## config.mk

```make
export PLATFORM = sky130hd
export DESIGN_NAME = pbcs_top
export DESIGN_NICKNAME = d
export VERILOG_FILES = /design/src/design/pbcs_unused_guard.sv /design/src/design/pbcs_pkg.sv /design/src/design/pbcs_sw_if.sv /design/src/design/pbcs_src_switch.sv /design/src/design/pbcs_div2.sv /design/src/design/pbcs_top.sv
export SDC_FILE = /design/constraint.sdc
export NUM_CORES = 1
export LEC_CHECK = 0
export ABC_AREA = 1
export BUFFER_PORTS_ARGS = -buffer_cell sky130_fd_sc_hd__buf_2
export CORE_MARGIN = 1
export CORE_UTILIZATION = 36
export CTS_CLUSTER_SIZE = 40
export DETAILED_ROUTE_END_ITERATION = 8
export GPL_TIMING_DRIVEN = 1
export PLACE_DENSITY = 0.54
export SYNTH_ARGS = -nofsm -noshare
export SYNTH_HDL_FRONTEND = slang
export SYNTH_SLANG_ARGS = --single-unit
```

## constraint.sdc

```tcl
create_clock -name ref_clk -period 9.6 [get_ports ref_clk]
set_clock_uncertainty 0.2 [all_clocks]
set_input_delay 0.96 -clock ref_clk [delete_from_list [all_inputs] [get_ports ref_clk]]
set_output_delay 0.96 -clock ref_clk [all_outputs]
set_load 0.02 [all_outputs]
```

## src/design/pbcs_unused_guard.sv

```systemverilog
`timescale 1ns/100ps
`default_nettype none
`default_nettype wire

```

## src/design/pbcs_pkg.sv

```systemverilog
// Overview of operation
// RULE_01 - Loop settings accept writes only while loop enable is zero
// RULE_02 - Zero reference divider or multiplier acts exactly like one
// RULE_03 - Zero range multiplier disables loop and forces oscillator clock
// RULE_04 - Base source select chooses oscillator or divided VCO clock
// RULE_05 - Switch waits three cycles of each clock, output held static
// RULE_06 - Transition output divided by two forms the base clock
// RULE_07 - Divided VCO clock cannot be selected while loop is off
// RULE_08 - Loop enable cannot clear while divided VCO clock selected
// RULE_09 - One write never changes loop enable and source select together
// RULE_10 - Base clock has fifty percent duty at twice bus rate
// RULE_11 - Interrupt output is driven by lock detector events
// RULE_12 - Loop reference clock is a buffered oscillator clock
// RULE_13 - Software loads P, E, N, L and R binary values
// RULE_14 - Center frequency equals L times two power E times 125kHz
// RULE_15 - Software checks center frequency lies within half range step
// RULE_16 - Lock toggle sets change flag; control register read clears it
// RULE_17 - Writing zero to range register disables loop, clears select
// RULE_18 - Select change is synchronised in each clock domain separately
package pbcs_pkg;
    // ==========================================================
    // Clock and timing
    localparam int unsigned CLK_HZ       = 20_000_000;
    localparam int unsigned F_NOM_KHZ    = 125;
    localparam int unsigned F_NOM_HZ     = F_NOM_KHZ * 1000;
    localparam logic [1:0]  SWITCH_EDGES = 2'h3;
    // ==========================================================
    // Register byte offsets
    localparam logic [7:0] OFS_CTRL   = 8'h00;
    localparam logic [7:0] OFS_MUL    = 8'h04;
    localparam logic [7:0] OFS_RANGE  = 8'h08;
    localparam logic [7:0] OFS_RDIV   = 8'h0C;
    localparam logic [7:0] OFS_STAT   = 8'h10;
    localparam logic [7:0] OFS_MASK   = 8'h14;
    localparam logic [7:0] OFS_CENTER = 8'h18;
    // ==========================================================
    // Control register fields
    localparam int unsigned CTL_EN   = 0;
    localparam int unsigned CTL_SEL  = 1;
    localparam int unsigned CTL_PRE  = 2;
    localparam int unsigned CTL_VPR  = 4;
    localparam int unsigned CTL_FLAG = 6;
    localparam int unsigned CTL_LOCK = 7;
    // ==========================================================
    // Interrupt status bits
    localparam int unsigned IRQ_LOCK = 0;
    localparam int unsigned IRQ_SWD  = 1;
    localparam int unsigned IRQ_W    = 2;
    // ==========================================================
    // Reset values
    localparam logic [11:0] RST_MUL   = 12'h040;
    localparam logic [7:0]  RST_RANGE = 8'h40;
    localparam logic [3:0]  RST_RDIV  = 4'h1;
    localparam logic        RST_EN    = 1'b1;
endpackage : pbcs_pkg

```

## src/design/pbcs_sw_if.sv

```systemverilog
`timescale 1ns/100ps
`default_nettype none
// ==========================================================
// Link between control and source switch
interface pbcs_sw_if;
    logic req_sel;
    logic cur_sel;
    logic busy;
    logic src_edge;
    modport ctrl (output req_sel, input cur_sel, input busy, input src_edge);
    modport sw   (input req_sel, output cur_sel, output busy, output src_edge);
endinterface : pbcs_sw_if
`default_nettype wire

```

## src/design/pbcs_src_switch.sv

```systemverilog
`timescale 1ns/100ps
`default_nettype none
// ==========================================================
// Glitch-free source switch, edges seen on ref_clk samples
module pbcs_src_switch (
    // Clock and reset
    input  wire logic ref_clk,
    input  wire logic rst_n,
    // Source clocks
    input  wire logic osc_clock,
    input  wire logic divided_vco_clock,
    // Control side
    pbcs_sw_if.sw     sw
);
    logic       osc_q;
    logic       vco_q;
    logic [1:0] cnt_osc;
    logic [1:0] cnt_vco;
    logic       osc_rise;
    logic       vco_rise;

    // Rising edges of each source
    assign osc_rise = osc_clock & ~osc_q;
    assign vco_rise = divided_vco_clock & ~vco_q;

    // Edge history
    always_ff @(posedge ref_clk) begin
        if (!rst_n) begin
            osc_q <= 1'b0;
            vco_q <= 1'b0;
        end else begin
            osc_q <= osc_clock;
            vco_q <= divided_vco_clock;
        end
    end

    // Per-domain edge counting during a change
    always_ff @(posedge ref_clk) begin
        if (!rst_n) begin
            sw.busy    <= 1'b0;
            sw.cur_sel <= 1'b0;
            cnt_osc    <= 2'h0;
            cnt_vco    <= 2'h0;
        end else if (!sw.busy) begin
            if (sw.req_sel != sw.cur_sel) begin
                sw.busy <= 1'b1;
                cnt_osc <= 2'h0;
                cnt_vco <= 2'h0;
            end
        end else if (cnt_osc == pbcs_pkg::SWITCH_EDGES && cnt_vco == pbcs_pkg::SWITCH_EDGES) begin
            sw.busy    <= 1'b0;  // see RULE_05
            sw.cur_sel <= ~sw.cur_sel;
        end else begin
            if (osc_rise && cnt_osc != pbcs_pkg::SWITCH_EDGES) begin
                cnt_osc <= cnt_osc + 2'h1;  // see RULE_18
            end
            if (vco_rise && cnt_vco != pbcs_pkg::SWITCH_EDGES) begin
                cnt_vco <= cnt_vco + 2'h1;  // see RULE_18
            end
        end
    end

    // Transition output edges, none while held
    assign sw.src_edge = !sw.busy && (sw.cur_sel ? vco_rise : osc_rise);  // see RULE_05
endmodule : pbcs_src_switch
`default_nettype wire

```

## src/design/pbcs_div2.sv

```systemverilog
`timescale 1ns/100ps
`default_nettype none
// ==========================================================
// Divide by two of the transition output
module pbcs_div2 (
    // Clock and reset
    input  wire logic ref_clk,
    input  wire logic rst_n,
    // Source edge in, base clock out
    input  wire logic src_edge,
    output logic      base_clock_out
);
    // Toggle on every source rising edge
    always_ff @(posedge ref_clk) begin
        if (!rst_n) begin
            base_clock_out <= 1'b0;
        end else if (src_edge) begin
            base_clock_out <= ~base_clock_out;  // see RULE_06, see RULE_10
        end
    end
endmodule : pbcs_div2
`default_nettype wire

```

## src/design/pbcs_top.sv

```systemverilog
// Our own choices: the AHB-Lite interface to the registers and the register addresses.
`timescale 1ns/100ps
`default_nettype none
// ==========================================================
// Loop programming and base clock select, AHB-Lite slave
module pbcs_top #(
    parameter int unsigned MUL_W  = 12,
    parameter int unsigned RDIV_W = 4
) (
    // Clock and reset
    input  wire logic              ref_clk,
    input  wire logic              rst_n,
    // AHB-Lite slave
    input  wire logic              hsel,
    input  wire logic [31:0]       haddr,
    input  wire logic [1:0]        htrans,
    input  wire logic              hwrite,
    input  wire logic [2:0]        hsize,
    input  wire logic [31:0]       hwdata,
    input  wire logic              hready,
    output logic [31:0]            hrdata,
    output logic                   hreadyout,
    output logic                   hresp,
    // Clock sources and lock detector
    input  wire logic              osc_clock,
    input  wire logic              divided_vco_clock,
    input  wire logic              lock_in,
    // Clock outputs
    output logic                   base_clock_out,
    output logic                   loop_reference_clock,
    // Interrupt
    output logic                   clock_gen_irq,
    // Analog loop settings
    output logic                   loop_active,
    output logic [1:0]             prescaler_power,
    output logic [1:0]             vco_power_range_field,
    output logic [MUL_W-1:0]       eff_multiplier,
    output logic [RDIV_W-1:0]      eff_ref_divider,
    output logic [7:0]             vco_range_value
);
    // ==========================================================
    // Declarations
    logic                  loop_enable;
    logic                  base_src_select;
    logic                  lock_change_flag;
    logic                  lock_q;
    logic                  lock_toggle;
    logic [MUL_W-1:0]      multiplier;
    logic [7:0]            vco_range;
    logic [RDIV_W-1:0]     ref_divider;
    logic [pbcs_pkg::IRQ_W-1:0] irq_status;
    logic [pbcs_pkg::IRQ_W-1:0] irq_mask;
    logic [31:0]           center_hz;
    logic                  busy_q;
    logic                  switch_done;
    logic                  accept;
    logic                  wr_pend;
    logic [7:0]            wr_addr;
    logic                  wr_ctl;
    logic                  wr_mul;
    logic                  wr_rng;
    logic                  wr_rdv;
    logic                  wr_stat;
    logic                  wr_mask;
    logic                  rd_ctl;
    logic [7:0]            rd_addr;
    logic [31:0]           next_rdata;
    logic                  wd_en;
    logic                  wd_sel;
    pbcs_sw_if             sw_if ();

    // ==========================================================
    // Bus slave: always ready, always OKAY
    assign hreadyout = 1'b1;
    assign hresp     = 1'b0;
    assign accept    = hsel && hready && htrans[1];
    assign rd_addr   = haddr[7:0];
    assign rd_ctl    = accept && !hwrite && rd_addr == pbcs_pkg::OFS_CTRL;

    // Address phase capture for writes
    always_ff @(posedge ref_clk) begin
        if (!rst_n) begin
            wr_pend <= 1'b0;
            wr_addr <= 8'h00;
        end else if (hready) begin
            wr_pend <= accept && hwrite;
            wr_addr <= haddr[7:0];
        end
    end

    // Write strobes in the data phase
    assign wr_ctl  = wr_pend && wr_addr == pbcs_pkg::OFS_CTRL;
    assign wr_mul  = wr_pend && wr_addr == pbcs_pkg::OFS_MUL;
    assign wr_rng  = wr_pend && wr_addr == pbcs_pkg::OFS_RANGE;
    assign wr_rdv  = wr_pend && wr_addr == pbcs_pkg::OFS_RDIV;
    assign wr_stat = wr_pend && wr_addr == pbcs_pkg::OFS_STAT;
    assign wr_mask = wr_pend && wr_addr == pbcs_pkg::OFS_MASK;
    assign wd_en   = hwdata[pbcs_pkg::CTL_EN];
    assign wd_sel  = hwdata[pbcs_pkg::CTL_SEL];

    // Read multiplexer, unmapped reads give zero
    always_comb begin
        next_rdata = 32'h0000_0000;
        case (rd_addr)
            pbcs_pkg::OFS_CTRL: begin
                next_rdata[pbcs_pkg::CTL_EN]        = loop_enable;
                next_rdata[pbcs_pkg::CTL_SEL]       = base_src_select;
                next_rdata[pbcs_pkg::CTL_PRE+:2]    = prescaler_power;
                next_rdata[pbcs_pkg::CTL_VPR+:2]    = vco_power_range_field;
                next_rdata[pbcs_pkg::CTL_FLAG]      = lock_change_flag;
                next_rdata[pbcs_pkg::CTL_LOCK]      = lock_q;
            end
            pbcs_pkg::OFS_MUL:    next_rdata[MUL_W-1:0]  = multiplier;
            pbcs_pkg::OFS_RANGE:  next_rdata[7:0]        = vco_range;
            pbcs_pkg::OFS_RDIV:   next_rdata[RDIV_W-1:0] = ref_divider;
            pbcs_pkg::OFS_STAT:   next_rdata[pbcs_pkg::IRQ_W-1:0] = irq_status;
            pbcs_pkg::OFS_MASK:   next_rdata[pbcs_pkg::IRQ_W-1:0] = irq_mask;
            pbcs_pkg::OFS_CENTER: next_rdata = center_hz;
            default:              next_rdata = 32'h0000_0000;
        endcase
    end

    // Read data registered for the data phase
    always_ff @(posedge ref_clk) begin
        if (!rst_n) begin
            hrdata <= 32'h0000_0000;
        end else if (accept && !hwrite) begin
            hrdata <= next_rdata;
        end
    end

    // ==========================================================
    // Loop enable and source select with mutual protection
    always_ff @(posedge ref_clk) begin
        if (!rst_n) begin
            loop_enable     <= pbcs_pkg::RST_EN;
            base_src_select <= 1'b0;
        end else if (wr_ctl) begin
            // Clear refused while the VCO clock is selected
            if (wd_en || !base_src_select) begin
                loop_enable <= wd_en;  // see RULE_08, see RULE_09
            end
            // Set only while the enable is on and stays on
            if (!wd_sel) begin
                base_src_select <= 1'b0;
            end else if (loop_enable && wd_en && vco_range != 8'h00) begin
                base_src_select <= 1'b1;  // see RULE_07, see RULE_03, see RULE_09
            end
        end else if (wr_rng && !loop_enable && hwdata[7:0] == 8'h00) begin
            base_src_select <= 1'b0;  // see RULE_17
        end else if (vco_range == 8'h00) begin
            base_src_select <= 1'b0;  // see RULE_03
        end
    end

    // Prescaler and range power, frozen while the loop runs
    always_ff @(posedge ref_clk) begin
        if (!rst_n) begin
            prescaler_power       <= 2'h0;
            vco_power_range_field <= 2'h0;
        end else if (wr_ctl && !loop_enable) begin
            prescaler_power       <= hwdata[pbcs_pkg::CTL_PRE+:2];  // see RULE_01
            vco_power_range_field <= hwdata[pbcs_pkg::CTL_VPR+:2];  // see RULE_01
        end
    end

    // Multiplier, range and reference divider, frozen while the loop runs
    always_ff @(posedge ref_clk) begin
        if (!rst_n) begin
            multiplier  <= MUL_W'(pbcs_pkg::RST_MUL);
            vco_range   <= pbcs_pkg::RST_RANGE;
            ref_divider <= RDIV_W'(pbcs_pkg::RST_RDIV);
        end else if (!loop_enable) begin
            if (wr_mul) begin
                multiplier <= hwdata[MUL_W-1:0];  // see RULE_01
            end
            if (wr_rng) begin
                vco_range <= hwdata[7:0];  // see RULE_01
            end
            if (wr_rdv) begin
                ref_divider <= hwdata[RDIV_W-1:0];  // see RULE_01
            end
        end
    end

    // ==========================================================
    // Settings presented to the analog loop
    always_ff @(posedge ref_clk) begin
        if (!rst_n) begin
            eff_multiplier  <= MUL_W'(pbcs_pkg::RST_MUL);
            eff_ref_divider <= RDIV_W'(pbcs_pkg::RST_RDIV);
            vco_range_value <= pbcs_pkg::RST_RANGE;
            loop_active     <= 1'b0;
            center_hz       <= 32'h0000_0000;
        end else begin
            eff_multiplier  <= (multiplier == '0) ? MUL_W'(1) : multiplier;  // see RULE_02
            eff_ref_divider <= (ref_divider == '0) ? RDIV_W'(1) : ref_divider;  // see RULE_02
            vco_range_value <= vco_range;
            loop_active     <= loop_enable && vco_range != 8'h00;  // see RULE_03, see RULE_17
            center_hz       <= 32'((32'(vco_range) << vco_power_range_field)
                                   * pbcs_pkg::F_NOM_HZ);  // see RULE_14
        end
    end

    // Reference clock passed straight from the oscillator
    assign loop_reference_clock = osc_clock;  // see RULE_12

    // ==========================================================
    // Lock detector: toggle flag and interrupt events
    assign lock_toggle = lock_in ^ lock_q;

    always_ff @(posedge ref_clk) begin
        if (!rst_n) begin
            lock_q <= 1'b0;
        end else begin
            lock_q <= lock_in;
        end
    end

    // Change flag, a new toggle wins over the read clear
    always_ff @(posedge ref_clk) begin
        if (!rst_n) begin
            lock_change_flag <= 1'b0;
        end else if (lock_toggle) begin
            lock_change_flag <= 1'b1;  // see RULE_16
        end else if (rd_ctl) begin
            lock_change_flag <= 1'b0;  // see RULE_16
        end
    end

    // Sticky status, write one to clear, set wins
    always_ff @(posedge ref_clk) begin
        if (!rst_n) begin
            irq_status <= '0;
            irq_mask   <= '0;
            busy_q     <= 1'b0;
        end else begin
            busy_q <= sw_if.busy;
            if (wr_mask) begin
                irq_mask <= hwdata[pbcs_pkg::IRQ_W-1:0];
            end
            for (int i = 0; i < pbcs_pkg::IRQ_W; i++) begin
                if ((i == pbcs_pkg::IRQ_LOCK && lock_toggle)
                    || (i == pbcs_pkg::IRQ_SWD && switch_done)) begin
                    irq_status[i] <= 1'b1;  // see RULE_11
                end else if (wr_stat && hwdata[i]) begin
                    irq_status[i] <= 1'b0;
                end
            end
        end
    end

    assign switch_done   = busy_q && !sw_if.busy;
    // Level interrupt from unmasked status
    assign clock_gen_irq = |(irq_status & irq_mask);  // see RULE_11

    // ==========================================================
    // Source switch and divider
    assign sw_if.req_sel = base_src_select;  // see RULE_04

    pbcs_src_switch u_switch (
        .ref_clk           (ref_clk),
        .rst_n             (rst_n),
        .osc_clock         (osc_clock),
        .divided_vco_clock (divided_vco_clock),
        .sw                (sw_if.sw)
    );

    pbcs_div2 u_div2 (
        .ref_clk        (ref_clk),
        .rst_n          (rst_n),
        .src_edge       (sw_if.src_edge),
        .base_clock_out (base_clock_out)
    );
endmodule : pbcs_top
`default_nettype wire

```

==> summary.md, run 1 <==
| Metric | Value |
|---|---|
| Status | `finished, final reports clean` |
| Number of buffers added on ports | `slightly above 90` |
| Critical path class | `reg2reg` |
| Number of distinct library cells after synthesis | `49` |
| Reg-to-Reg End | `center_hz[24]$_SDFF_PN0_` |
| First-pass GRT wire length | `roughly 34000 µm` |
| Crit Path Max Fanout | `18` |
| Clk sinks | `139` |
| Mux cell area share after synthesis | `0` |
| Commonest non-fill, non-tap cell in the layout | `nand2_1` |
| Final count of hold timing violations | `0` |
| Adder-cell share of the synthesized area | `0.204` |
| Clock latency on the worst-skew pair | `between 0.4 and 0.5 ns` |
| CP Launch Type | `flip-flop` |
| Mapped cell area | `between 0.008 and 0.009 mm²` |
| Rel. slew slack | `0.323` |
| CTS tree | `yes` |
| Final-report max-slew violation count | `0` |
| Clock Path Buffers | `2` |
| CP Buf/Inv Count | `3` |
| Max-cap violations | `0` |
| Slowest CP cell | `o21ai_0` |
| Avg WL per Cell | `approximately 13 µm` |
| Hold Path Stages | `2` |
| Final setup TNS | `0 ns` |
| Top cell type's share of synthesized area | `0.317` |
| Final Setup Violations | `0` |
| Vias in the first global route | `just under 7000` |
| Overflow after GRT | `0` |
| Number of flops mapped to enable cells by yosys | `0` |
| Fmax achieved | `169 MHz` |
| Worst-margin pin slew | `between 1 and 1.5 ns` |
| Initial antenna violation count | `0` |
| Worst setup path startpoint | `vco_power_range_field[0]$_SDFFE_PN0P_` |
| Simple-gate share of the synthesized area | `0.240` |
| VDD IR-drop max | `0.105 mV` |
| Worst path required time | `between 9 and 10 ns` |
| Sequential share of the synthesized area | `0.317` |
| FF-to-FF Start | `vco_power_range_field[0]$_SDFFE_PN0P_` |
| Post-CTS Resized | `0` |
| Post-DP HPWL | `around 17000 µm` |
| Root Buffer | `clkbuf_16` |
| Cell Pwr Density | `128 mW/mm²` |
| Synth area leader | `dfxtp_1` |
| Via Count | `about 7500` |
| Reg2reg path depth | `20` |
| Arr. time, crit path | `approximately 6 ns` |
| Routed Antenna Nets | `0` |
| Largest net degree at the start of global routing | `around 100` |
| Post-Syn Area per Cell | `~7.3 µm²` |
| Fin crit share | `0.618` |
| Seq cells post-synth | `between 100 and 150` |
| DRC viols | `0` |
| Number of synthesis warnings | `0` |
| CTS buffer count | `17` |
| Worst Hold Path EP | `hrdata[25]$_SDFFE_PN0P_` |
| Synth Area in Compound Gates | `0.127` |
| Initial core utilization | `0.371` |
| Mapped Cells | `1196` |
| Xor/xnor share of the synthesized area | `0.00299` |
| Crit-path cells | `o21ai_0 -> o21ai_0 -> inv_1 -> ha_1 -> ha_1 -> inv_1 -> fa_1 -> fa_1 -> inv_1 -> ha_1 -> ha_1 -> ha_1 -> nand2_2 -> nor2_2 -> nand3_1 -> nand3_2 -> nand2_1 -> nand3_1 -> nand2_1 -> nor2_1` |
| Commonest cells after routing, fill and taps aside | `nand2_1 (268), inv_1 (193), dfxtp_1 (139)` |
| Internal reg-to-reg setup slack | `3.67 ns` |
| Ys async rst share | `0` |
| Clk slew on worst S/H paths | `0.07 ns` |
| Final GP Congestion | `a little under 0.9` |
| Detailed Routing Iterations Pass 1 | `5` |
| # Post-CTS Setup Buffers | `0` |
| P&R area growth vs syn | `14.7%` |
| Layout cells sized above 1 | `0.140` |
| Vias/cell | `between 4 and 5` |
| # diodes | `0` |
| Htree depth | `4` |
| RSZ-0062 raised after global routing | `false` |
| Min Clock Period, post-route | `~5.9 ns` |
| Die H | `~160 µm` |
| CP endpoint kind | `flip-flop` |
| Area contributors post-synth | `dfxtp_1 (32%), ha_1 (14%), nand2_1 (11%)` |
| Worst hold start | `center_hz[25]$_SDFF_PN0_` |
| Lkg Pwr | `roughly 5.4 nW` |
| Layout net count | `around 1500` |
| Setup ws final | `~3.7 ns` |
| Ys flop type | `dfxtp_1` |
| Die Area | `between 0.02 and 0.03 mm²` |
| Worst min path class | `reg2reg` |
| CP dominant cell by count | `ha_1` |
| DRT iter0 DRCs | `411` |
| Total wire length | `about 21000 µm` |
| Die width | `approximately 160 µm` |
| Global Route Usage Sum | `0.178` |
| Worst path top cell family by delay | `adder cells` |
| Pre-CTS WS | `between 3 and 4 ns` |
| Core area | `0.0237 mm²` |
| Row cnt | `between 50 and 60` |
| Hold bufs inserted after CTS | `0` |
| Boundary pin count | `approximately 140` |
| Largest family of logic cells by synthesized area | `simple AND/OR/NAND/NOR gates` |
| Crit path largest cell delay | `0.72 ns` |
state kept, by name (all words and copies together), names as in the netlist, 2 cells and up:
register               count
irq_status                 2
vco_power_range_field      2
eff_multiplier            12
hrdata                    31
vco_range_value            8
center_hz                 28
irq_mask                   2
vco_range                  8
u_switch.cnt_vco           2
eff_ref_divider            4
multiplier                12
wr_addr                    8
prescaler_power            2
u_switch.cnt_osc           2
ref_divider                4
layout make-up:
| cell class | count | area (µm²) |
|---|---|---|
| flip-flops and latches | 139 | 2780 |
| clock inverters | 15 | 153 |
| well taps | 319 | 399 |
| inverters | 206 | 776 |
| multi-input cells | 821 | 5050 |
| clock buffers | 17 | 425 |
| fillers | 2563 | 13600 |
| repair buffers | 94 | 478 |
cells in the mapped netlist, types with 2 or more instances:
master,number
nand4_1,7
a21oi_2,2
nor2_2,4
inv_2,10
nor4_1,3
nor3_1,9
nor2_1,99
dfxtp_1,139
nand2_2,12
ha_1,97
nand2_1,268
xor2_1,2
buf_2,10
nor2_4,8
inv_1,193
a21oi_1,96
o21ai_0,60
and2_4,2
clkbuf_1,11
nor3_2,3
fa_1,29
conb_1,2
o211ai_1,2
clkinv_1,2
o21ai_2,3
buf_4,7
nand3_1,44
nand3_4,2
or2_1,3
buf_6,2
or2_2,2
o21ai_1,46
routing by layer:
| layer | GRT usage | vias to the layer above | part of all wire |
|---|---|---|---|
| met1 | 0.264 | 3388 | 0.53 |
| met3 | 0.0263 | 14 | 0.044 |
| met5 | 0 | - | 0 |
| met4 | 0.0508 | 0 | 0.010 |
| li1 | - | 3957 | - |
| met2 | 0.264 | 137 | 0.42 |
worst reg2reg max path, stage by stage, from the launching register on:
cell and delay [ns]:
dfxtp_1 0.66, o21ai_0 0.25, o21ai_0 0.72, inv_1 0.28, ha_1 0.39, ha_1 0.29, inv_1 0.05, fa_1 0.51
fa_1 0.51, inv_1 0.04, ha_1 0.29, ha_1 0.30, ha_1 0.41, nand2_2 0.14, nor2_2 0.20, nand3_1 0.12
nand3_2 0.12, nand2_1 0.08, nand3_1 0.07, nand2_1 0.05, nor2_1 0.19
cells by family after synthesis:
kind of cell,after synthesis
fa+ha+maj,126
simple gates,474
flops,139
xor+xnor,3
other cells,2
buf+inv,237
compound gates,215
how the worst max path moves through the flow:
stage / cells after the start / slack (ns) / end
6_report: 20 / 3.67 / center_hz[24]$_SDFF_PN0_
5_1_grt: 20 / 3.21 / center_hz[24]$_SDFF_PN0_
4_1_cts: 20 / 3.60 / center_hz[24]$_SDFF_PN0_
3_5_place_dp: 20 / 3.65 / center_hz[24]$_SDFF_PN0_
3_3_place_gp: 20 / 3.70 / center_hz[24]$_SDFF_PN0_
2_1_floorplan: 21 / 4.28 / center_hz[30]$_SDFF_PN0_
stage by stage:
step                cells  area [µm²]   util  hold WS, ns  power [mW]
finish               1611       10100  0.425        0.240        1.29
global route         1611       10100  0.425        0.254        1.34
CTS                  1611       10100  0.425        0.240        1.31
global placement     1579        9490  0.401        0.233       0.670
floorplan            1197        8780      -        0.220       0.647
detailed placement   1579        9490  0.401        0.239       0.671
power breakdown:
| part | internal, mW | total (mW) | switching (mW) |
|---|---|---|---|
| clock network | 0.347 | 0.635 | 0.289 |
| registers | 0.587 | 0.592 | 0.00539 |
| logic | 0.0196 | 0.0652 | 0.0456 |
Power figures use the tool's default switching activity.
==> run 2, diff against run 1 <==
--- a/config.mk
+++ b/config.mk
@@ -12,7 +12,7 @@
 export CTS_CLUSTER_SIZE = 40
 export DETAILED_ROUTE_END_ITERATION = 8
 export GPL_TIMING_DRIVEN = 1
-export PLACE_DENSITY = 0.54
+export PLACE_DENSITY = 0.56
 export SYNTH_ARGS = -nofsm -noshare
 export SYNTH_HDL_FRONTEND = slang
 export SYNTH_SLANG_ARGS = --single-unit
==> constraint.sdc (replaced) <==
create_clock -name ref_clk -period 4.9 [get_ports ref_clk]
set_clock_uncertainty 0.2 [all_clocks]
set_input_delay 0.49 -clock ref_clk [delete_from_list [all_inputs] [get_ports ref_clk]]
set_output_delay 0.49 -clock ref_clk [all_outputs]
set_load 0.02 [all_outputs]
==> run 2 against run 1 <==
  * Sequential cell count did not move
  * Hold slack got worse by 0.18 ns
  * Clock power rose by 97%
  * Core utilization rose by 5.5 points
  * Combinational power rose by 95%
  * Critical path depth rose by 2
  * Critical endpoint is now center_hz[26]$_SDFF_PN0_
  * Maximum frequency rose by 24%
  * Largest power group unchanged
  * Cell count rose by 4.5%
  * Sequential share of layout area fell by 3.1 points
  * Non-clock buffer count rose by 72
==> summary.md, run 2 (synthesis results as in run 1) <==
| Metric | Value |
|---|---|
| Via Count | `7800 (was 7496)` |
| Die H | `158 µm (unchanged)` |
| CTS tree | `yes (unchanged)` |
| Clk slew on worst S/H paths | `0.07 ns (about the same)` |
| Final count of hold timing violations | `0 (unchanged)` |
| RSZ-0062 raised after global routing | `true (was false)` |
| Initial antenna violation count | `0 (unchanged)` |
| Layout cells sized above 1 | `0.251 (was 0.140)` |
| CTS buffer count | `17 (unchanged)` |
| Min Clock Period, post-route | `4.77 ns (was 5.93 ns)` |
| Number of buffers added on ports | `91 (unchanged)` |
| Commonest cells after routing, fill and taps aside | `nand2_1 (255), inv_1 (184), dfxtp_1 (136) (was nand2_1 (268), inv_1 (193), dfxtp_1 (139))` |
| CP endpoint kind | `flip-flop (unchanged)` |
| Total wire length | `22800 µm (was 21400 µm)` |
| Core area | `0.0237 mm² (unchanged)` |
| Status | `finished, final reports clean (unchanged)` |
| Final setup TNS | `0 ns (unchanged)` |
| Row cnt | `56 (unchanged)` |
| Global Route Usage Sum | `0.181 (was 0.178)` |
| P&R area growth vs syn | `29.4% (was 14.7%)` |
| Clock latency on the worst-skew pair | `0.43 ns (was 0.42 ns)` |
| Overflow after GRT | `0 (unchanged)` |
| # diodes | `0 (unchanged)` |
| Commonest non-fill, non-tap cell in the layout | `nand2_1 (unchanged)` |
| Vias in the first global route | `7071 (was 6790)` |
| Die Area | `0.0250 mm² (unchanged)` |
| Arr. time, crit path | `4.90 ns (was 6.07 ns)` |
| VDD IR-drop max | `0.229 mV (was 0.105 mV)` |
| Clk sinks | `139 (unchanged)` |
| First-pass GRT wire length | `35200 µm (was 34500 µm)` |
| Avg WL per Cell | `13.5 µm (was 13.3 µm)` |
| Worst min path class | `in2reg (was reg2reg)` |
| Slowest CP cell | `fa_1 (was o21ai_0)` |
| Worst-margin pin slew | `0.980 ns (was 1.02 ns)` |
| DRC viols | `0 (unchanged)` |
| Fin crit share | `0.974 (was 0.618)` |
| Crit-path cells | `buf_6 -> nand2_1 -> o21ai_4 -> o21ai_4 -> buf_12 -> fa_1 -> inv_1 -> fa_1 -> fa_1 -> ha_4 -> ha_4 -> ha_4 -> ha_4 -> nand2_2 -> inv_2 -> nand2_2 -> nor2_2 -> nand3b_1 -> nand3_1 -> nand2_1 -> clkinv_1 -> nor2_1 (was o21ai_0 -> o21ai_0 -> inv_1 -> ha_1 -> ha_1 -> inv_1 -> fa_1 -> fa_1 -> inv_1 -> ha_1 -> ha_1 -> ha_1 -> nand2_2 -> nor2_2 -> nand3_1 -> nand3_2 -> nand2_1 -> nand3_1 -> nand2_1 -> nor2_1)` |
| Crit path largest cell delay | `0.61 ns (was 0.72 ns)` |
| Rel. slew slack | `0.346 (was 0.323)` |
| Root Buffer | `clkbuf_16 (unchanged)` |
| Htree depth | `4 (unchanged)` |
| Post-DP HPWL | `17000 µm (was 16900 µm)` |
| Cell Pwr Density | `224 mW/mm² (was 128 mW/mm²)` |
| Filler Cell Count | `2357 (was 2563)` |
| CP Launch Type | `flip-flop (unchanged)` |
| Top reg by flops | `hrdata (unchanged)` |
| Fmax achieved | `209 MHz (was 169 MHz)` |
| Critical path class | `reg2reg (unchanged)` |
| Die width | `158 µm (unchanged)` |
| DRT iter0 DRCs | `397 (was 411)` |
| Lkg Pwr | `5.77 nW (was 5.38 nW)` |
| Boundary pin count | `143 (unchanged)` |
| Final-report max-slew violation count | `0 (unchanged)` |
| Vias/cell | `4.63 (was 4.65)` |
| Worst path required time | `5.02 ns (was 9.74 ns)` |
| Hold bufs inserted after CTS | `0 (unchanged)` |
| Design Area, Final | `0.0114 mm² (was 0.0101 mm²)` |
| CP dominant cell by count | `ha_4 (was ha_1)` |
| Largest register FFs | `31 (unchanged)` |
| Largest net degree at the start of global routing | `57 (was 104)` |
| Final GP Congestion | `0.894 (was 0.883)` |
| Clock Path Buffers | `2 (unchanged)` |
| Max-cap violations | `0 (unchanged)` |
| Placement Cell Area | `0.0100 mm² (was 0.00949 mm²)` |
| Crit Path Max Fanout | `7 (was 18)` |
| Detailed Routing Iterations Pass 1 | `4 (was 5)` |
| Layout net count | `1554 (was 1482)` |
| Final Setup Violations | `0 (unchanged)` |
| Initial core utilization | `0.371 (unchanged)` |
| Routed Antenna Nets | `0 (unchanged)` |
| Top Registers | `hrdata (31), center_hz (28) (unchanged)` |
-- run 2: cell types whose count changed in the layout (fill, tap and decap cells not counted), moves of 5 or more --
cell | before | now
buf_4 | 3 | 71
ha_1 | 97 | 58
nor2_4 | 8 | 14
nand2_1 | 268 | 255
ha_4 | 0 | 39
nand2_2 | 12 | 21
inv_2 | 10 | 18
o21ai_4 | 0 | 7
o21ai_0 | 60 | 52
nor2_2 | 4 | 9
nor2_1 | 99 | 88
inv_1 | 193 | 184
-- run 2: path summary, 6_finish.rpt --
path,start,endpoint,slack (ns),cells past startpoint
setup / recovery,vco_power_range_field[0]$_SDFFE_PN0P_,center_hz[26]$_SDFF_PN0_,0.13,22
hold / removal,divided_vco_clock,u_switch.vco_q$_SDFF_PN0_,0.06,3
setup reg to reg,vco_power_range_field[0]$_SDFFE_PN0P_,center_hz[26]$_SDFF_PN0_,0.13,22
hold reg to reg,center_hz[19]$_SDFF_PN0_,hrdata[19]$_SDFFE_PN0P_,0.24,2
-- run 2: area by class of cell --
cell class | instances | area [µm²] | area share
clock buffers | 17 | 425 | 0.0375
clock inverters | 15 | 149 | 0.0131
inverters | 206 | 779 | 0.0687
multi-input cells | 821 | 5760 | 0.507
flip-flops and latches | 139 | 2790 | 0.246
well taps | 319 | 399 | 0.0352
repair buffers | 166 | 1050 | 0.0926
-- run 2: routing by layer --
metal,GRT usage,routed length [µm],part of all wire,vias up
met5,0,0,0,-
met4,0.0568,333,0.015,0
met3,0.0282,950,0.042,25
met2,0.263,9850,0.43,164
met1,0.270,11700,0.51,3501
li1,-,-,-,4110
-- run 2: what timing repair did --
| action | 4_1_cts | 5_1_grt |
|---|---|---|
| cloned | 0 | 0 |
| buffers inserted | 3 | 5 |
| endpoints found under the setup margin | 15 | 15 |
| pin swaps | 6 | 20 |
| gates resized for setup | 40 | 72 |
-- run 2: critical path, delay by kind of cell, from the launching register on --
kind	cells	cell delay [ns]
adders and majority gates	7	2.68
and+or+nand+nor	8	0.73
buffers and inverters	5	0.46
DFF	1	0.38
AOI/OAI and AO/OA	2	0.21
-- run 2: power by group --
group	leakage, nW	internal [mW]	switching, mW
clock	0.284	0.679	0.573
combinational	4.35	0.0383	0.0885
sequential	1.13	1.15	0.0107
-- run 2: stage by stage --
| step | setup slack [ns] | total power [mW] | instances | hold slack, ns | util |
|---|---|---|---|---|---|
| final | 0.125 | 2.54 | 1683 | 0.0563 | 0.479 |
| after global routing | -0.0791 | 2.63 | 1683 | 0.0633 | 0.479 |
| after CTS | 0.000512 | 2.57 | 1678 | 0.0344 | 0.459 |
| after detailed placement | -0.148 | 1.31 | 1643 | 0.235 | 0.422 |
| after global placement | -0.150 | 1.31 | 1643 | 0.231 | 0.422 |
| after floorplan | -0.00408 | 1.27 | 1197 | 0.220 | - |
==> run 3, diff against run 2 <==
--- a/config.mk
+++ b/config.mk
@@ -12,7 +12,7 @@
 export CTS_CLUSTER_SIZE = 40
 export DETAILED_ROUTE_END_ITERATION = 8
 export GPL_TIMING_DRIVEN = 1
-export PLACE_DENSITY = 0.56
+export PLACE_DENSITY = 0.54
 export SYNTH_ARGS = -nofsm -noshare
 export SYNTH_HDL_FRONTEND = slang
 export SYNTH_SLANG_ARGS = --single-unit
==> constraint.sdc (replaced) <==
create_clock -name ref_clk -period 4.7 [get_ports ref_clk]
set_clock_uncertainty 0.2 [all_clocks]
set_input_delay 0.47 -clock ref_clk [delete_from_list [all_inputs] [get_ports ref_clk]]
set_output_delay 0.47 -clock ref_clk [all_outputs]
set_load 0.02 [all_outputs]
==> run 3 against run 2 <==
  * Sequential share of layout area down 0.71 points
  * Hold slack lost 0.020 ns
  * Final area grew 3.1%
  * Clock-buffer cell count did not move
  * Global-route usage up 1.0 points
  * Combinational power is 7% higher
  * Core utilization increased by 1.5 points
  * Critical path type unchanged
  * Critical endpoint is now center_hz[29]$_SDFF_PN0_
  * Largest cell class unchanged
==> summary.md, run 3 (synthesis results as in run 1) <==
| Metric | Value |
|---|---|
| Post-DP HPWL | `17700 µm (was 17000 µm)` |
| Die H | `158 µm (unchanged)` |
| Root Buffer | `clkbuf_16 (unchanged)` |
| Fin crit share | `0.994 (was 0.974)` |
| Layout cells sized above 1 | `0.292 (was 0.251)` |
| Placed cells | `1649 (was 1643)` |
| CTS tree | `yes (unchanged)` |
| Global Route Usage Sum | `0.191 (was 0.181)` |
| RSZ-0062 raised after global routing | `true (unchanged)` |
| Arr. time, crit path | `4.79 ns (was 4.90 ns)` |
| FF+latch area | `0.00279 mm² (about the same)` |
| Clock power frac | `0.495 (was 0.493)` |
| Worst-margin pin slew | `1.05 ns (was 0.980 ns)` |
| Combinational fraction of design power | `0.051 (was 0.050)` |
| # diodes | `0 (unchanged)` |
| Pre-CTS WS | `-0.259 ns (was -0.148 ns)` |
| Worst setup path startpoint | `vco_power_range_field[0]$_SDFFE_PN0P_ (unchanged)` |
| Placement Cell Area | `0.0102 mm² (was 0.0100 mm²)` |
| FF-to-FF Start | `vco_power_range_field[0]$_SDFFE_PN0P_ (unchanged)` |
| Die width | `158 µm (unchanged)` |
| Top Registers | `hrdata (31), center_hz (28) (unchanged)` |
| First-pass GRT wire length | `37100 µm (was 35200 µm)` |
| CP endpoint kind | `flip-flop (unchanged)` |
| Clock latency on the worst-skew pair | `0.43 ns (about the same)` |
| Design Area, Final | `0.0117 mm² (was 0.0114 mm²)` |
| Worst path required time | `4.82 ns (was 5.02 ns)` |
| Min Clock Period, post-route | `4.67 ns (was 4.77 ns)` |
| M1 GR Usage | `0.278 (was 0.270)` |
| Layout net count | `1568 (was 1554)` |
| Top reg by flops | `hrdata (unchanged)` |
| P&R area growth vs syn | `33.4% (was 29.4%)` |
| DRC viols | `0 (unchanged)` |
| Vias/cell | `4.71 (was 4.63)` |
| CP Launch Type | `flip-flop (unchanged)` |
| Overflow after GRT | `0 (unchanged)` |
| Avg WL per Cell | `14.0 µm (was 13.5 µm)` |
| DRT iter0 DRCs | `462 (was 397)` |
| Worst min path class | `in2reg (unchanged)` |
| Fmax achieved | `214 MHz (was 209 MHz)` |
| Clk sinks | `139 (unchanged)` |
| Vias in the first global route | `7290 (was 7071)` |
| Worst hold start | `divided_vco_clock (unchanged)` |
| Htree depth | `4 (unchanged)` |
| Crit Path Max Fanout | `6 (was 7)` |
| Core area | `0.0237 mm² (unchanged)` |
| Largest net degree at the start of global routing | `57 (unchanged)` |
| Die Area | `0.0250 mm² (unchanged)` |
| Internal | `1.94 mW (was 1.87 mW)` |
| Largest register FFs | `31 (unchanged)` |
| Final Setup Violations | `0 (unchanged)` |
| Filler Cell Count | `2380 (was 2357)` |
| Row cnt | `56 (unchanged)` |
| Rel. slew slack | `0.302 (was 0.346)` |
| Met3 usage | `0.0309 (was 0.0282)` |
| Psw | `0.716 mW (was 0.672 mW)` |
| Setup ws final | `0.0299 ns (was 0.125 ns)` |
| Detailed Routing Iterations Pass 1 | `5 (was 4)` |
| Commonest cells after routing, fill and taps aside | `nand2_1 (238), inv_1 (175), dfxtp_1 (135) (was nand2_1 (255), inv_1 (184), dfxtp_1 (136))` |
| Multi-input gate area | `0.00599 mm² (was 0.00576 mm²)` |
| Max-cap violations | `0 (unchanged)` |
| Critical path class | `reg2reg (unchanged)` |
| Busiest grt layer | `met2 (was met1)` |
| Seq pwr share | `0.454 (was 0.457)` |
| Total wire length | `23800 µm (was 22800 µm)` |
| Final GP Congestion | `0.870 (was 0.894)` |
| CTS buffer count | `17 (unchanged)` |
| Via Count | `7998 (was 7800)` |
| Lkg Pwr | `5.88 nW (was 5.77 nW)` |
| VDD IR-drop max | `0.173 mV (was 0.229 mV)` |
| Final count of hold timing violations | `0 (unchanged)` |
| Met2 Usage GRT | `0.292 (was 0.263)` |
| Status | `finished, final reports clean (unchanged)` |
| Final-report max-slew violation count | `0 (unchanged)` |
| Boundary pin count | `143 (unchanged)` |
| Routed Antenna Nets | `0 (unchanged)` |
| Number of buffers added on ports | `91 (unchanged)` |
| Net Sw Frac | `0.269 (was 0.265)` |
| Clock Path Buffers | `2 (unchanged)` |
| Initial core utilization | `0.371 (unchanged)` |
| Cell Pwr Density | `227 mW/mm² (was 224 mW/mm²)` |
| Clk slew on worst S/H paths | `0.07 ns (about the same)` |
| Power, Total | `2.66 mW (was 2.54 mW)` |
| Commonest non-fill, non-tap cell in the layout | `nand2_1 (unchanged)` |
| Initial antenna violation count | `0 (unchanged)` |
| Fin cells | `1697 (was 1683)` |
## run 3: metrics by stage
step | hold slack, ns | utilization | setup TNS (ns)
after floorplan | 0.220 | - | -0.00181
after global placement | 0.233 | 0.430 | -2.43
after detailed placement | 0.232 | 0.430 | -2.70
after CTS | 0.0217 | 0.474 | 0
after global routing | 0.0274 | 0.494 | -1.93
final | 0.0358 | 0.494 | 0
## run 3: layout make-up
class / count / area share
clock inverters: 15 / 0.0127
clock buffers: 17 / 0.0363
inverters: 206 / 0.0670
well taps: 319 / 0.0341
multi-input cells: 821 / 0.512
repair buffers: 180 / 0.0995
flip-flops and latches: 139 / 0.239
## run 3: worst paths after layout
check	end	depth (start not counted)	slack, ns
hold reg to reg	hrdata[29]$_SDFFE_PN0P_	2	0.24
hold / removal	u_switch.vco_q$_SDFF_PN0_	3	0.04
setup reg to reg	center_hz[29]$_SDFF_PN0_	26	0.03
setup / recovery	center_hz[29]$_SDFF_PN0_	26	0.03
## run 3: routing by layer
metal	up-vias	part of all wire	wire length, µm
li1	4147	-	-
met1	3690	0.51	12100
met2	145	0.44	10500
met3	16	0.039	936
met4	0	0.0087	208
met5	-	0	0
## run 3: power by group through the flow
stage	Clock [mW]	Combinational, mW	Sequential [mW]
6_report	1.32	0.136	1.21
5_1_grt	1.40	0.149	1.21
4_1_cts	1.34	0.135	1.21
3_5_place_dp	0	0.134	1.23
3_3_place_gp	0	0.132	1.23
2_1_floorplan	0	0.0765	1.24
## run 3: worst max-delay path, stage by stage (launching register included)
cell,delay (ns)
dfxtp_4,0.38
buf_6,0.14
nand2_4,0.06
o21ai_4,0.07
nor2_2,0.15
inv_1,0.06
nand2_1,0.08
o21ai_2,0.06
inv_2,0.08
ha_4,0.20
fa_1,0.47
fa_1,0.51
inv_1,0.05
fa_1,0.49
inv_2,0.04
ha_4,0.27
ha_4,0.20
ha_4,0.34
nand2_4,0.09
nor2_4,0.18
nand2_1,0.07
nor2_1,0.09
nand2_1,0.08
nand3_1,0.09
nand2_1,0.05
clkinv_1,0.05
nor2_1,0.03
## run 3: what timing repair did
item | 4_1_cts | 5_1_grt
hold buffers | 0 | 0
setup endpoints to repair | 15 | 15
pin swaps | 27 | 65
buffers inserted | 8 | 8
resized for setup | 64 | 95
